===== src/core/epsa_pkg.sv =====
/*
 * Shared constants for the second-enable-pin supply assignment block.
 * Assumes an 8-bit register port and 8-bit voltage selection codes.
 */
package epsa_pkg;
    localparam logic [7:0] ASSIGN_OFFSET = 8'h48;
    localparam logic [7:0] ASSIGN_RESET = 8'h00;
    localparam logic [7:0] ASSIGN_RW_MASK = 8'h1F;
    localparam int IO_RAIL_BIT = 0;
    localparam int CORE_A_BIT = 1;
    localparam int CORE_B_BIT = 2;
    localparam int EXT_CONV_BIT = 3;
    localparam int SPARE_BIT = 4;
    localparam logic [7:0] VSEL_OFF = 8'h00;
    localparam int NUM_SMPS = 3;

    typedef enum logic [2:0] {
        EPSA_OFF = 3'b001,
        EPSA_ON = 3'b010,
        EPSA_LOWPOWER = 3'b100
    } epsa_mode_t;
endpackage


===== src/core/epsa_sel.sv =====
/*
 * Per-converter selection: mode, and voltage unless i_fixed_on, from the pin when assigned.
 * Assumes all inputs are synchronous to i_clk_sys; outputs are registered.
 */
`timescale 1ns/1ps
`default_nettype none
module epsa_sel
    import epsa_pkg::*;
(
    // Clock and reset
    input wire logic i_clk_sys,
    input wire logic i_rstn,
    // Control
    input wire logic i_assign,
    input wire logic i_pin,
    input wire logic i_keep_on,
    input wire logic i_fixed_on,
    // Voltage settings
    input wire logic [7:0] i_op_vsel,
    input wire logic [7:0] i_sr_vsel,
    input wire logic [7:0] i_reg_vsel,
    input wire logic [2:0] i_reg_mode,
    // Result
    output logic [7:0] o_vsel,
    output logic [2:0] o_mode
);
    logic [7:0] next_vsel;
    epsa_mode_t next_mode;

    always_comb begin
        next_vsel = i_reg_vsel;
        next_mode = epsa_mode_t'(i_reg_mode);
        if (i_assign) begin
            if (i_fixed_on) begin
                // The I/O rail has no sleep register, only on, off or low power.
                next_vsel = i_reg_vsel;
                next_mode = i_pin ? EPSA_ON : (i_keep_on ? EPSA_LOWPOWER : EPSA_OFF);
            end else begin
                next_vsel = i_pin ? i_op_vsel : i_sr_vsel;
                if (next_vsel == VSEL_OFF) begin
                    next_mode = EPSA_OFF;
                end else if (!i_pin && i_keep_on) begin
                    next_mode = EPSA_LOWPOWER;
                end else begin
                    next_mode = EPSA_ON;
                end
            end
        end
    end

    always_ff @(posedge i_clk_sys) begin
        if (!i_rstn) begin
            o_vsel <= VSEL_OFF;
            o_mode <= EPSA_OFF;
        end else begin
            o_vsel <= next_vsel;
            o_mode <= next_mode;
        end
    end
endmodule
`default_nettype wire


===== src/core/epsa_top.sv =====
/*
 * Second enable pin supply assignment register and converter control muxing.
 * Assumes a simple synchronous 8-bit register port and a pin already synchronous.
 */
`timescale 1ns/1ps
`default_nettype none
module epsa_top
    import epsa_pkg::*;
(
    // Clock and turn-off reset
    input wire logic i_clk_sys,
    input wire logic i_rstn,
    // Register port
    input wire logic [7:0] i_reg_addr,
    input wire logic i_reg_wr,
    input wire logic [7:0] i_reg_wdata,
    output logic [7:0] o_reg_rdata,
    // Second enable pin, driven by the host
    input wire logic i_second_enable_pin,
    // Keep-on settings
    input wire logic [3:0] i_sleep_keep_on_bits,
    // Voltage registers
    input wire logic [7:0] i_core_a_operating_voltage,
    input wire logic [7:0] i_core_a_sleep_voltage,
    input wire logic [7:0] i_core_b_operating_voltage,
    input wire logic [7:0] i_core_b_sleep_voltage,
    input wire logic [7:0] i_ext_converter_operating_voltage,
    input wire logic [7:0] i_ext_converter_sleep_voltage,
    // Register-programmed state used when not assigned
    input wire logic [31:0] i_reg_vsel,
    input wire logic [11:0] i_reg_mode,
    // Resulting supply control
    output logic [31:0] o_vsel,
    output logic [11:0] o_mode
);
    logic [7:0] pin_supply_assign;
    logic [31:0] op_v;
    logic [31:0] sr_v;

    // One decode serves the write and the read path, so they can never disagree on the map.
    function automatic logic is_assign_addr(input logic [7:0] addr);
        return addr == ASSIGN_OFFSET;
    endfunction

    // Only bits 4:0 hold state, so reserved bits always read zero.
    always_ff @(posedge i_clk_sys) begin
        if (!i_rstn) begin
            pin_supply_assign <= ASSIGN_RESET;
        end else if (i_reg_wr && is_assign_addr(i_reg_addr)) begin
            pin_supply_assign <= i_reg_wdata & ASSIGN_RW_MASK;
        end
    end

    always_ff @(posedge i_clk_sys) begin
        if (!i_rstn) begin
            o_reg_rdata <= 8'h00;
        end else if (is_assign_addr(i_reg_addr)) begin
            o_reg_rdata <= pin_supply_assign & ASSIGN_RW_MASK;
        end else begin
            o_reg_rdata <= 8'h00;
        end
    end

    // The I/O rail has no operating or sleep voltage register, so its slot is tied off.
    assign op_v = {i_ext_converter_operating_voltage, i_core_b_operating_voltage,
                   i_core_a_operating_voltage, VSEL_OFF};
    assign sr_v = {i_ext_converter_sleep_voltage, i_core_b_sleep_voltage,
                   i_core_a_sleep_voltage, VSEL_OFF};

    // Index 0 io rail, 1 core A, 2 core B, 3 external converter.
    for (genvar g = 0; g <= NUM_SMPS; g++) begin : g_sel
        epsa_sel u_sel (
            .i_clk_sys(i_clk_sys),
            .i_rstn(i_rstn),
            .i_assign(pin_supply_assign[g]),
            .i_pin(i_second_enable_pin),
            .i_keep_on(i_sleep_keep_on_bits[g]),
            .i_fixed_on(g == IO_RAIL_BIT),
            .i_op_vsel(op_v[g*8 +: 8]),
            .i_sr_vsel(sr_v[g*8 +: 8]),
            .i_reg_vsel(i_reg_vsel[g*8 +: 8]),
            .i_reg_mode(i_reg_mode[g*3 +: 3]),
            .o_vsel(o_vsel[g*8 +: 8]),
            .o_mode(o_mode[g*3 +: 3])
        );
    end

    // Outputs and read data are registered, so each implication check looks one edge after its cause.
    rsv_zero_a: assert property (@(posedge i_clk_sys) disable iff (!i_rstn)
        o_reg_rdata[7:5] == 3'b000)
        else $error("reserved bits not zero");
    rsv_store_a: assert property (@(posedge i_clk_sys) disable iff (!i_rstn)
        pin_supply_assign[7:5] == 3'b000)
        else $error("reserved bits hold state");
    read_back_a: assert property (@(posedge i_clk_sys) disable iff (!i_rstn)
        is_assign_addr(i_reg_addr)
        |=> o_reg_rdata == $past(pin_supply_assign))
        else $error("read data differs from stored assignment");
    spare_store_a: assert property (@(posedge i_clk_sys) disable iff (!i_rstn)
        i_reg_wr && is_assign_addr(i_reg_addr)
        |=> pin_supply_assign[SPARE_BIT] == $past(i_reg_wdata[SPARE_BIT]))
        else $error("spare bit not stored");
    reset_clr_a: assert property (@(posedge i_clk_sys)
        !i_rstn
        |=> pin_supply_assign == ASSIGN_RESET)
        else $error("assign not cleared");

    // Without its assignment bit a converter passes its register programming through.
    unassigned_io_a: assert property (@(posedge i_clk_sys) disable iff (!i_rstn)
        !pin_supply_assign[IO_RAIL_BIT]
        |=> o_vsel[7:0] == $past(i_reg_vsel[7:0])
        && o_mode[2:0] == $past(i_reg_mode[2:0]))
        else $error("unassigned io rail followed pin");
    unassigned_pass_a: assert property (@(posedge i_clk_sys) disable iff (!i_rstn)
        !pin_supply_assign[CORE_A_BIT]
        |=> o_vsel[15:8] == $past(i_reg_vsel[15:8])
        && o_mode[5:3] == $past(i_reg_mode[5:3]))
        else $error("unassigned core A followed pin");
    unassigned_b_a: assert property (@(posedge i_clk_sys) disable iff (!i_rstn)
        !pin_supply_assign[CORE_B_BIT]
        |=> o_vsel[23:16] == $past(i_reg_vsel[23:16])
        && o_mode[8:6] == $past(i_reg_mode[8:6]))
        else $error("unassigned core B followed pin");
    unassigned_ext_a: assert property (@(posedge i_clk_sys) disable iff (!i_rstn)
        !pin_supply_assign[EXT_CONV_BIT]
        |=> o_vsel[31:24] == $past(i_reg_vsel[31:24])
        && o_mode[11:9] == $past(i_reg_mode[11:9]))
        else $error("unassigned external followed pin");

    core_a_op_a: assert property (@(posedge i_clk_sys) disable iff (!i_rstn)
        pin_supply_assign[CORE_A_BIT] && i_second_enable_pin
        |=> o_vsel[15:8] == $past(i_core_a_operating_voltage))
        else $error("core A op voltage wrong");
    core_a_sr_a: assert property (@(posedge i_clk_sys) disable iff (!i_rstn)
        pin_supply_assign[CORE_A_BIT] && !i_second_enable_pin
        |=> o_vsel[15:8] == $past(i_core_a_sleep_voltage))
        else $error("core A sleep voltage wrong");
    core_a_on_a: assert property (@(posedge i_clk_sys) disable iff (!i_rstn)
        pin_supply_assign[CORE_A_BIT] && i_second_enable_pin
        && i_core_a_operating_voltage != VSEL_OFF
        |=> o_mode[5:3] == EPSA_ON)
        else $error("core A not on");
    core_a_lp_a: assert property (@(posedge i_clk_sys) disable iff (!i_rstn)
        pin_supply_assign[CORE_A_BIT] && !i_second_enable_pin
        && i_sleep_keep_on_bits[CORE_A_BIT] && i_core_a_sleep_voltage != VSEL_OFF
        |=> o_mode[5:3] == EPSA_LOWPOWER)
        else $error("core A not low power");
    core_a_off_a: assert property (@(posedge i_clk_sys) disable iff (!i_rstn)
        pin_supply_assign[CORE_A_BIT] && (i_second_enable_pin
        ? i_core_a_operating_voltage : i_core_a_sleep_voltage) == VSEL_OFF
        |=> o_mode[5:3] == EPSA_OFF)
        else $error("core A not off");

    core_b_sel_a: assert property (@(posedge i_clk_sys) disable iff (!i_rstn)
        pin_supply_assign[CORE_B_BIT]
        |=> o_vsel[23:16] == ($past(i_second_enable_pin)
        ? $past(i_core_b_operating_voltage) : $past(i_core_b_sleep_voltage)))
        else $error("core B selection wrong");
    core_b_on_a: assert property (@(posedge i_clk_sys) disable iff (!i_rstn)
        pin_supply_assign[CORE_B_BIT] && i_second_enable_pin
        && i_core_b_operating_voltage != VSEL_OFF
        |=> o_mode[8:6] == EPSA_ON)
        else $error("core B not on");
    core_b_lp_a: assert property (@(posedge i_clk_sys) disable iff (!i_rstn)
        pin_supply_assign[CORE_B_BIT] && !i_second_enable_pin
        && i_sleep_keep_on_bits[CORE_B_BIT] && i_core_b_sleep_voltage != VSEL_OFF
        |=> o_mode[8:6] == EPSA_LOWPOWER)
        else $error("core B not low power");
    core_b_off_a: assert property (@(posedge i_clk_sys) disable iff (!i_rstn)
        pin_supply_assign[CORE_B_BIT] && (i_second_enable_pin
        ? i_core_b_operating_voltage : i_core_b_sleep_voltage) == VSEL_OFF
        |=> o_mode[8:6] == EPSA_OFF)
        else $error("core B not off");

    ext_sel_a: assert property (@(posedge i_clk_sys) disable iff (!i_rstn)
        pin_supply_assign[EXT_CONV_BIT] && i_second_enable_pin
        |=> o_vsel[31:24] == $past(i_ext_converter_operating_voltage))
        else $error("external op wrong");
    ext_sr_a: assert property (@(posedge i_clk_sys) disable iff (!i_rstn)
        pin_supply_assign[EXT_CONV_BIT] && !i_second_enable_pin
        |=> o_vsel[31:24] == $past(i_ext_converter_sleep_voltage))
        else $error("external sleep wrong");
    ext_on_a: assert property (@(posedge i_clk_sys) disable iff (!i_rstn)
        pin_supply_assign[EXT_CONV_BIT] && i_second_enable_pin
        && i_ext_converter_operating_voltage != VSEL_OFF
        |=> o_mode[11:9] == EPSA_ON)
        else $error("external not on");
    ext_lp_a: assert property (@(posedge i_clk_sys) disable iff (!i_rstn)
        pin_supply_assign[EXT_CONV_BIT] && !i_second_enable_pin
        && i_sleep_keep_on_bits[EXT_CONV_BIT] && i_ext_converter_sleep_voltage != VSEL_OFF
        |=> o_mode[11:9] == EPSA_LOWPOWER)
        else $error("external not low power");
    ext_off_a: assert property (@(posedge i_clk_sys) disable iff (!i_rstn)
        pin_supply_assign[EXT_CONV_BIT] && (i_second_enable_pin
        ? i_ext_converter_operating_voltage : i_ext_converter_sleep_voltage) == VSEL_OFF
        |=> o_mode[11:9] == EPSA_OFF)
        else $error("external not off");

    io_rail_a: assert property (@(posedge i_clk_sys) disable iff (!i_rstn)
        pin_supply_assign[IO_RAIL_BIT]
        |=> o_mode[2:0] == ($past(i_second_enable_pin)
        ? EPSA_ON : ($past(i_sleep_keep_on_bits[IO_RAIL_BIT]) ? EPSA_LOWPOWER : EPSA_OFF)))
        else $error("io rail mode wrong");

    cov_core_a_lp: cover property (@(posedge i_clk_sys) o_mode[5:3] == EPSA_LOWPOWER);
    cov_io_off: cover property (@(posedge i_clk_sys)
        pin_supply_assign[IO_RAIL_BIT] ##1 o_mode[2:0] == EPSA_OFF);
    cov_pin_fall: cover property (@(posedge i_clk_sys)
        pin_supply_assign[CORE_B_BIT] && $fell(i_second_enable_pin));
    cov_ext_lp: cover property (@(posedge i_clk_sys)
        pin_supply_assign[EXT_CONV_BIT] ##1 o_mode[11:9] == EPSA_LOWPOWER);
    cov_spare_write: cover property (@(posedge i_clk_sys)
        i_reg_wr && is_assign_addr(i_reg_addr) && i_reg_wdata[SPARE_BIT]);
endmodule
`default_nettype wire


===== config.mk =====
export PLATFORM = sky130hd
export DESIGN_NAME = epsa_top
export DESIGN_NICKNAME = d
export VERILOG_FILES = /design/src/core/epsa_pkg.sv /design/src/core/epsa_sel.sv /design/src/core/epsa_top.sv
export SDC_FILE = /design/constraint.sdc
export NUM_CORES = 1
export LEC_CHECK = 0
export BUFFER_PORTS_ARGS = -buffer_cell sky130_fd_sc_hd__clkbuf_2
export CAP_MARGIN = 10
export CELL_PAD_IN_SITES_DETAIL_PLACEMENT = 2
export CELL_PAD_IN_SITES_GLOBAL_PLACEMENT = 2
export CORE_MARGIN = 5
export CORE_UTILIZATION = 20
export DETAILED_ROUTE_END_ITERATION = 10
export PLACE_DENSITY_LB_ADDON = 0.1
export SLEW_MARGIN = 15
export SYNTH_ARGS = -nofsm -noshare
export SYNTH_HDL_FRONTEND = slang
export SYNTH_SLANG_ARGS = --single-unit

===== constraint.sdc =====
create_clock -name i_clk_sys -period 1.9 [get_ports i_clk_sys]
set_clock_uncertainty 0.1 [all_clocks]
set_input_delay 0.095 -clock i_clk_sys [delete_from_list [all_inputs] [get_ports i_clk_sys]]
set_output_delay 0.095 -clock i_clk_sys [all_outputs]
set_load 0.02 [all_outputs]

==> run_results.csv, run 1 <==
group,metric,value,unit
status,status,"finished clean",
power_and_ir_drop,finalPower,2.46,mW
timing,slew-limit-headroom,66.4,%
timing,fmax,632,MHz
finish,layout-drive-gt1-share,40.9,%
flow_run,drv_cap,0,
floorplan,ios,168,
synthesis,synthArstFlopShare,0,%
worst_setup_path,crit_type,"primary input to flip-flop",
floorplan,die_area,13100,um^2
floorplan,core_area,10800,um^2
worst_setup_path,slowest_delay,0.58,ns
detailed_routing,wl,8850,um
synthesis,syn-cell-area,2190,um^2
synthesis,synth_cell_types,32,
clock_network,cts_hold_buf,50,
global_routing,grt_pass1_vias,2752,
global_routing,track_usage,13.1,%
clock_network,cts_buffers,5,
synthesis,synth_edf_count,0,
floorplan,start_util,20.3,%
floorplan,die_h,115,um
synthesis,synth_top_area_share,49.4,%
placed_design,placed_cell_area,3150,um^2
clock_network,root_buffer,"clkbuf_8",
worst_setup_path,rr_startpoint,"pin_supply_assign[0]",
hold_path,min-delay-start,"i_core_b_sleep_voltage[2]",
worst_setup_path,worstPathArrival,1.68,ns
placed_design,io_buffers,161,
synthesis,yosysSeqAreaShare,49.4,%
placed_design,placedCellCount,522,
synthesis,syn_area_per_cell,9.56,um^2
worst_setup_path,crit_fanout,19,
worst_setup_path,critPathCaptureType,"flip-flop",
worst_setup_path,worstSetupStartpointType,"primary input",
timing,holdWs,0.0147,ns
worst_setup_path,cpMostUsedCell,"buf_4",
timing,rsz0062_at_grt,"no",
timing,min_period,1.58,ns
timing,hold_violations,0,
synthesis,synth_commonest_cells,"dfxtp_1, nor2_1, mux2i_1",
timing,tightest_slew,0.504,ns
synthesis,synth_cells,229,
worst_setup_path,r2r_setup_slack,0.46,ns
synthesis,synth.yosys.warnings,0,
global_routing,grt_pass1_wl,13600,um
power_and_ir_drop,power_density,654,nW/um^2
finish,final-seq-area,1080,um^2
floorplan,dieWidth,115,um
placed_design,gp_congestion,0.678,
placed_design,hpwl,6810,um
timing,slew_viol_final,0,
worst_setup_path,r2r.worst_path.cells,4,
clock_network,clkTransAtPathRegs,0.10,ns
global_routing,grt_overflow,0,
synthesis,synth-main-ff-cell,"dfxtp_1",
global_routing,grt_max_degree,26,
worst_setup_path,crit_path_top_delay_cell,"dlygate4sd3_1",
detailed_routing,viasPerCell,4.32,
clock_network,clk_latency,0.30,ns
worst_setup_path,worst_r2r_endpoint,"g_sel[0].u_sel.o_mode[2]",
finish,post-route-util,34.8,%
clock_network,htreeDepth,2,
detailed_routing,dr.pass1.iters,2,
finish,multi_input_area,1000,um^2
power_and_ir_drop,p_leak,1.84,nW
hold_path,holdPathStages,3,
floorplan,std_cell_rows,38,
synthesis,synthTopCellsByArea,"dfxtp_1, mux2i_1, a211oi_1",
global_routing,antenna_found_initial,0,
finish,final_cell_area,3760,um^2
clock_network,max-clock-path-buffers,2,
placed_design,place_ws,0.269,ns
detailed_routing,ant_nets,0,
synthesis,synth_top_cell_by_area,"dfxtp_1",
finish,area_growth,71.6,%
timing,fin_setup_tns,0,ns
synthesis,synth.most_common_cell,"dfxtp_1",
finish,finalNonFillerCells,580,
power_and_ir_drop,ir_worst_vdd,260,uV
synthesis,ys_ff_latch,54,
clock_network,ctsResizeCount,0,
detailed_routing,drtIter0Drc,49,
finish,fin_nets,555,
finish,fill_cells,1216,
worst_setup_path,worst-path-stages,6,
hold_path,worstHoldPathType,"primary input to flip-flop",
clock_network,cts_tree,"done",
timing,setup_viol,0,
worst_setup_path,cp_data_required_time,2.00,ns
detailed_routing,vias,2505,
detailed_routing,wl_per_cell,15.3,um
finish,diodes,0,
clock_network,post_cts_buffers,0,
hold_path,min_to,"g_sel[2].u_sel.o_vsel[2]",
worst_setup_path,crit_chain,"clkbuf_2 -> buf_4 -> buf_4 -> nand3b_1 -> a21oi_1 -> dlygate4sd3_1",
detailed_routing,post-route-drc-count,0,
timing,setup_slack,0.318,ns
timing,period_share,83.3,%
worst_setup_path,crit_family,"buffers and inverters",
clock_network,clock-sinks,54,
worst_setup_path,critPathBufInv,4,
per-layer routing:
layer	GRT usage, %	vias up	wire, um
li1	-	1231	-
met1	14.7	1185	3520
met2	24.4	84	4650
met3	3.44	5	605
met4	3.09	0	67
met5	0	-	0
layout by cell type (no fill, tap or decap), drive strengths merged, types with 2 or more instances in the layout:
cell,count
clkbuf,166
dfxtp,54
dlygate4sd3,50
nor2,36
mux2i,30
a211oi,24
nor4,9
and2,8
nand3,8
buf,8
nand2,7
inv,6
o21ai,5
a21oi,4
nor2b,3
conb,3
o2111ai,2
o31a,2
nor4b,2
nor3,2
clkinv,2
registers in the layout, summed over array words and instances (netlist names):
register / count
g_sel.u_sel.o_vsel: 32
g_sel.u_sel.o_mode: 12
o_reg_rdata: 5
pin_supply_assign: 5
final cells by class:
type	instances	area share [%]
Clock buffer	5	1.83
Clock inverter	3	1.07
Inverter	6	0.600
Multi-Input combinational cell	153	26.7
Sequential cell	54	28.8
Tap cell	140	4.66
Timing Repair Buffer	219	36.4
logic make-up after synthesis:
kind of cell	Yosys count	share of synthesized area (%)
AOI/OAI and AO/OA	41	13.8
buffers and inverters	24	5.15
DFF	54	49.4
muxes	30	13.7
other	1	0.171
and+or+nand+nor	79	17.8
power breakdown:
part | internal [mW] | switching, mW | total [mW]
combinational | 0.245 | 0.231 | 0.476
sequential | 1.18 | 0.0130 | 1.19
clock | 0.389 | 0.397 | 0.787
worst max-delay path by stage:
stage | end | slack (ns) | startpoint
floorplan | g_sel[3].u_sel.o_mode[2] | 0.54 | i_second_enable_pin
global placement | pin_supply_assign[4] | 0.36 | i_reg_addr[5]
detailed placement | pin_supply_assign[0] | 0.27 | i_reg_addr[5]
CTS | g_sel[0].u_sel.o_mode[0] | 0.31 | i_second_enable_pin
global route | g_sel[0].u_sel.o_mode[0] | 0.24 | i_second_enable_pin
finish | g_sel[0].u_sel.o_mode[2] | 0.32 | i_second_enable_pin
worst reg2reg max path, cell delays in order, from the launching register on:
cell and delay (ns):
dfxtp_1 0.43, inv_1 0.08, nand2_1 0.07, a21oi_1 0.07
dlygate4sd3_1 0.58
(Power assumes the default switching activity.)
==> run 2: changes to the inputs <==
CORE_UTILIZATION = 18   (was 20)
clock period = 1.28 ns   (was 1.9 ns; I/O delays follow)
==> run 2 against run 1 <==
Against the previous run: largest power group unchanged; clock power up 110%; register-to-register slack worse by 0.28 ns; global-route usage barely moved; combinational power up 59%; critical path type unchanged; first-iteration DRC count up 33%; design area up 8.0%; non-clock buffer count grew 26; final cell count increased by 5.7%; largest cell class unchanged; critical endpoint is now g_sel[3].u_sel.o_mode[2].
==> run_results.csv, run 2 (same netlist as run 1, synthesis figures left out) <==
group,metric,value,unit
status,status,"finished clean",
global_routing,met2_usage,23.3,%
detailed_routing,wl_per_cell,15.5,um
finish,layout-drive-gt1-share,41.6,%
power_and_ir_drop,power_density,1030,nW/um^2
global_routing,grtUsageMet1,14.9,%
timing,holdWs,0.00594,ns
clock_network,htreeDepth,2,
finish,largest_register_ffs,32,
floorplan,die_h,120,um
finish,top_regs,"g_sel.u_sel.o_vsel: 32 flops, g_sel.u_sel.o_mode: 12 flops",
detailed_routing,post-route-drc-count,0,
placed_design,io_buffers,161,
finish,multi_input_area,1000,um^2
finish,final_cell_mix,"clkbuf_2, dlygate4sd3_1, dfxtp_1, nor2_1, mux2i_1",
global_routing,grt_max_degree,19,
global_routing,antenna_found_initial,0,
clock_network,clk_latency,0.30,ns
hold_path,worstHoldPathType,"primary input to flip-flop",
finish,finalNonFillerCells,613,
global_routing,track_usage,13.1,%
detailed_routing,vias,2608,
timing,slew_viol_final,0,
floorplan,ios,168,
placed_design,placedCellCount,543,
power_and_ir_drop,switching_share,25.8,%
worst_setup_path,critPathCaptureType,"flip-flop",
floorplan,std_cell_rows,40,
clock_network,root_buffer,"clkbuf_16",
worst_setup_path,crit_path_top_delay_cell,"dlygate4sd3_1",
finish,fill_cells,1368,
floorplan,core_area,12000,um^2
global_routing,busiest_layer,"met2",
clock_network,cts_tree,"done",
detailed_routing,drtIter0Drc,65,
worst_setup_path,slowest_delay,0.55,ns
finish,final-seq-area,1080,um^2
worst_setup_path,r2r.worst_path.cells,3,
finish,layout.cells.most_common,"clkbuf_2",
flow_run,drv_cap,0,
timing,hold_violations,0,
power_and_ir_drop,seqPwrFrac,42.5,%
floorplan,start_util,18.3,%
power_and_ir_drop,pwr-share-comb,18.2,%
detailed_routing,viasPerCell,4.25,
timing,fmax,824,MHz
power_and_ir_drop,ir_worst_vdd,472,uV
clock_network,clkTransAtPathRegs,0.08,ns
clock_network,post_cts_buffers,0,
finish,area_growth,85.4,%
power_and_ir_drop,p_leak,1.99,nW
worst_setup_path,worstSetupStartpointType,"primary input",
floorplan,die_area,14500,um^2
detailed_routing,ant_nets,0,
finish,regMostFlops,"g_sel.u_sel.o_vsel",
worst_setup_path,crit_chain,"dlygate4sd3_1 -> clkbuf_2 -> buf_4 -> and3_1 -> a41o_1",
worst_setup_path,crit_fanout,8,
worst_setup_path,cp_data_required_time,1.38,ns
global_routing,grt_pass1_vias,2977,
detailed_routing,wl,9490,um
power_and_ir_drop,power_frac_clock,39.3,%
finish,post-route-util,33.9,%
timing,rsz0062_at_grt,"no",
power_and_ir_drop,switching_power,1.08,mW
hold_path,holdPathStages,3,
power_and_ir_drop,p_int,3.09,mW
global_routing,grt_pass1_wl,15100,um
power_and_ir_drop,finalPower,4.17,mW
placed_design,placed_cell_area,3260,um^2
clock_network,cts_buffers,5,
worst_setup_path,crit_type,"primary input to flip-flop",
timing,setup_viol,0,
clock_network,clock-sinks,54,
finish,final_cell_area,4060,um^2
global_routing,use_met3,4.91,%
placed_design,gp_congestion,0.731,
timing,min_period,1.21,ns
global_routing,grt_overflow,0,
finish,fin_nets,581,
finish,diodes,0,
worst_setup_path,worstPathArrival,1.31,ns
detailed_routing,dr.pass1.iters,4,
placed_design,hpwl,7200,um
timing,period_share,94.8,%
floorplan,dieWidth,120,um
clock_network,max-clock-path-buffers,2,
[run 2: worst max-delay path, delay by kind of cell]
kind,cells,cell delay [ns]
buf+inv,3,0.87
compound gates,1,0.20
simple gates,1,0.17
[run 2: routing by layer]
| layer | wire, um | up-vias |
|---|---|---|
| met5 | 0 | - |
| met3 | 707 | 13 |
| met4 | 108 | 0 |
| met2 | 4770 | 100 |
| met1 | 3910 | 1209 |
| li1 | - | 1286 |
[run 2: power by group through the flow]
stage	clock, mW	combinational (mW)	sequential [mW]
finish	1.64	0.759	1.77
global route	1.80	0.830	1.78
detailed placement	0	0.611	1.81
global placement	0	0.604	1.81
CTS	1.73	0.764	1.77
floorplan	0	0.187	1.91
[run 2: repair_timing]
action / in CTS / in global routing
hold buffers: 62 / 0
endpoints found under the hold margin: 48 / 0
gates resized for setup: 0 / 2
setup endpoints to repair: 0 / 12
[run 2: area by class of cell]
type	instances	share of cell area [%]
Timing Repair Buffer	245	39.2
Inverter	6	0.617
Tap cell	147	4.53
Clock buffer	5	3.08
Sequential cell	54	26.7
Clock inverter	3	1.17
Multi-Input combinational cell	153	24.7
[run 2: final timing paths]
path,start,end,slack (ns)
max,i_rstn,g_sel[3].u_sel.o_mode[2],0.07
min,i_core_b_operating_voltage[6],g_sel[2].u_sel.o_vsel[6],0.006
max reg2reg,pin_supply_assign[2],g_sel[2].u_sel.o_vsel[1],0.18
min reg2reg,pin_supply_assign[4],o_reg_rdata[4],0.33
[run 2: per-stage QoR]
stage / TNS [ns] / setup WS, ns
2_1_floorplan: 0 / 0.0255
3_3_place_gp: -1.59 / -0.201
3_5_place_dp: -1.63 / -0.212
4_1_cts: 0 / 0.0316
5_1_grt: 0 / 0.000597
6_report: 0 / 0.0662
==> run 3: changes to the inputs <==
CAP_MARGIN = 20   (was 10)
HOLD_SLACK_MARGIN = 0.15   (was unset)
==> run 3 against run 2 <==
Against the previous run: via count increased by 7.6%; core utilization increased by 4.1 points; first-iteration DRC count increased by 7.7%; highest routed layer unchanged; clock power about the same; fmax increased by 0.27%; sequential share of layout area decreased by 2.8 points; register-to-register slack got worse by 0.04 ns; non-clock buffer count increased by 43; largest power group unchanged; final cell count increased by 7.0%; design area increased by 12%.
==> run_results.csv, run 3 (same netlist as run 1, synthesis figures left out) <==
group,metric,value,unit
hold_path,min_to,"g_sel[2].u_sel.o_mode[2]",
worst_setup_path,rr_startpoint,"pin_supply_assign[2]",
finish,layout-drive-gt1-share,39.5,%
clock_network,clkTransAtPathRegs,0.08,ns
floorplan,core_area,12000,um^2
worst_setup_path,crit_chain,"dlygate4sd3_1 -> clkbuf_2 -> nor4_2 -> nand3_1 -> o2111ai_2 -> o21ai_0",
worst_setup_path,r2r.worst_path.cells,3,
floorplan,ios,168,
timing,slew_viol_final,0,
timing,rsz0062_at_grt,"yes",
worst_setup_path,cp_data_required_time,1.37,ns
finish,final_cell_mix,"clkbuf_2, dlygate4sd3_1, dfxtp_1, nor2_1, mux2i_1",
timing,setup_slack,0.0695,ns
finish,diodes,0,
timing,hold_violations,0,
floorplan,die_area,14500,um^2
placed_design,place_ws,-0.212,ns
worst_setup_path,critical_path.startpoint,"i_core_b_operating_voltage[1]",
power_and_ir_drop,power_density,948,nW/um^2
timing,period_share,94.6,%
detailed_routing,wl,10700,um
worst_setup_path,r2r_setup_slack,0.14,ns
global_routing,track_usage,14.9,%
flow_run,drv_cap,0,
placed_design,hpwl,7200,um
placed_design,gp_congestion,0.731,
power_and_ir_drop,finalPower,4.31,mW
floorplan,std_cell_rows,40,
power_and_ir_drop,p_leak,2.17,nW
worst_setup_path,critPathBufInv,2,
detailed_routing,post-route-drc-count,0,
finish,layout.cells.most_common,"clkbuf_2",
floorplan,start_util,18.3,%
finish,finalNonFillerCells,656,
global_routing,antenna_found_initial,0,
finish,fin_nets,624,
clock_network,clk_latency,0.30,ns
finish,regMostFlops,"g_sel.u_sel.o_vsel",
finish,top_regs,"g_sel.u_sel.o_vsel: 32 flops, g_sel.u_sel.o_mode: 12 flops",
clock_network,cts_buffers,5,
worst_setup_path,worstPathArrival,1.30,ns
worst_setup_path,worstSetupStartpointType,"primary input",
global_routing,grt_overflow,0,
hold_path,min-delay-start,"i_rstn",
placed_design,placed_cell_area,3260,um^2
detailed_routing,vias,2806,
clock_network,cts_tree,"done",
worst_setup_path,crit_type,"primary input to flip-flop",
finish,area_growth,108,%
clock_network,clock-sinks,54,
worst_setup_path,crit_fanout,2,
hold_path,holdPathStages,4,
global_routing,grt_pass1_vias,3308,
placed_design,placedCellCount,543,
worst_setup_path,critPathCaptureType,"flip-flop",
finish,largest_register_ffs,32,
finish,fill_cells,1356,
detailed_routing,viasPerCell,4.28,
clock_network,post_cts_buffers,0,
timing,fmax,826,MHz
floorplan,die_h,120,um
clock_network,root_buffer,"clkbuf_16",
status,status,"finished clean",
floorplan,dieWidth,120,um
finish,final_cell_area,4540,um^2
power_and_ir_drop,ir_worst_vdd,477,uV
detailed_routing,ant_nets,0,
clock_network,max-clock-path-buffers,2,
placed_design,io_buffers,161,
timing,holdWs,0.149,ns
timing,min_period,1.21,ns
detailed_routing,drtIter0Drc,70,
timing,setup_viol,0,
hold_path,worstHoldPathType,"primary input to flip-flop",
detailed_routing,dr.pass1.iters,3,
detailed_routing,wl_per_cell,16.3,um
clock_network,htreeDepth,2,
worst_setup_path,crit_path_top_delay_cell,"dlygate4sd3_1",
global_routing,grt_pass1_wl,17100,um
worst_setup_path,worst_r2r_endpoint,"g_sel[2].u_sel.o_vsel[6]",
global_routing,grt_max_degree,19,
worst_setup_path,slowest_delay,0.53,ns
worst_setup_path,crit_family,"buffers and inverters",
[run 3: cell types whose count changed in the layout (fill, tap and decap cells not counted)]
| cell | previous run | this run |
|---|---|---|
| nor4_4 | 0 | 1 |
| o2111ai_1 | 2 | 0 |
| nor4_1 | 9 | 5 |
| nor4_2 | 0 | 3 |
| buf_6 | 0 | 1 |
| a211oi_1 | 24 | 23 |
| a211oi_2 | 0 | 1 |
| o2111ai_2 | 0 | 2 |
| buf_4 | 22 | 21 |
| dlygate4sd3_1 | 62 | 105 |
[run 3: area by class of cell]
class / instances / area [um^2] / share of cell area, %
multi-input cells: 153 / 1050 / 23.2
inverters: 6 / 25.0 / 0.551
well taps: 147 / 184 / 4.05
clock inverters: 3 / 47.5 / 1.05
repair buffers: 288 / 2030 / 44.6
clock buffers: 5 / 125 / 2.75
flip-flops and latches: 54 / 1080 / 23.8
[run 3: how the worst max path moves through the flow]
stage                                          end  slack (ns)  cells after the start
final                     g_sel[2].u_sel.o_mode[1]        0.07                      6
after global routing      g_sel[2].u_sel.o_mode[1]     -0.0006                      6
after CTS                 g_sel[2].u_sel.o_mode[1]       0.008                      6
after detailed placement      pin_supply_assign[2]       -0.21                      7
after global placement        pin_supply_assign[4]       -0.20                      7
after floorplan           g_sel[3].u_sel.o_mode[2]        0.03                      4
[run 3: what timing repair did]
item | CTS | global route
setup endpoints to repair | 0 | 21
endpoints found under the hold margin | 49 | 7
hold buffers | 105 | 3
resized for setup | 0 | 11
[run 3: stage by stage]
stage / setup TNS (ns) / util, %
finish: 0 / 38.0
global route: -0.000586 / 38.0
CTS: 0 / 37.5
detailed placement: -1.63 / 27.3
global placement: -1.59 / 27.3
floorplan: 0 / -
[run 3: worst reg2reg max path, delay by kind of cell, from the launching register on]
kind / cells / cell delay (ns)
and+or+nand+nor: 1 / 0.07
DFF: 1 / 0.44
buffers and inverters: 1 / 0.21
AOI/OAI and AO/OA: 1 / 0.23
[run 3: layer usage]
layer  global-route usage, %  vias up  share of wire [%]
met5                       0        -                  0
met4                    4.18        0                1.7
met3                    4.40       14                6.7
met2                    27.9      101                 53
met1                    16.1     1318                 39
li1                        -     1373                  -
[run 3: where the power goes]
part | leakage [nW] | switching (mW) | internal (mW) | total (mW)
logic | 1.64 | 0.401 | 0.490 | 0.890
registers | 0.447 | 0.0194 | 1.75 | 1.77
clock network | 0.0848 | 0.704 | 0.940 | 1.64
total | 2.17 | 1.12 | 3.18 | 4.31
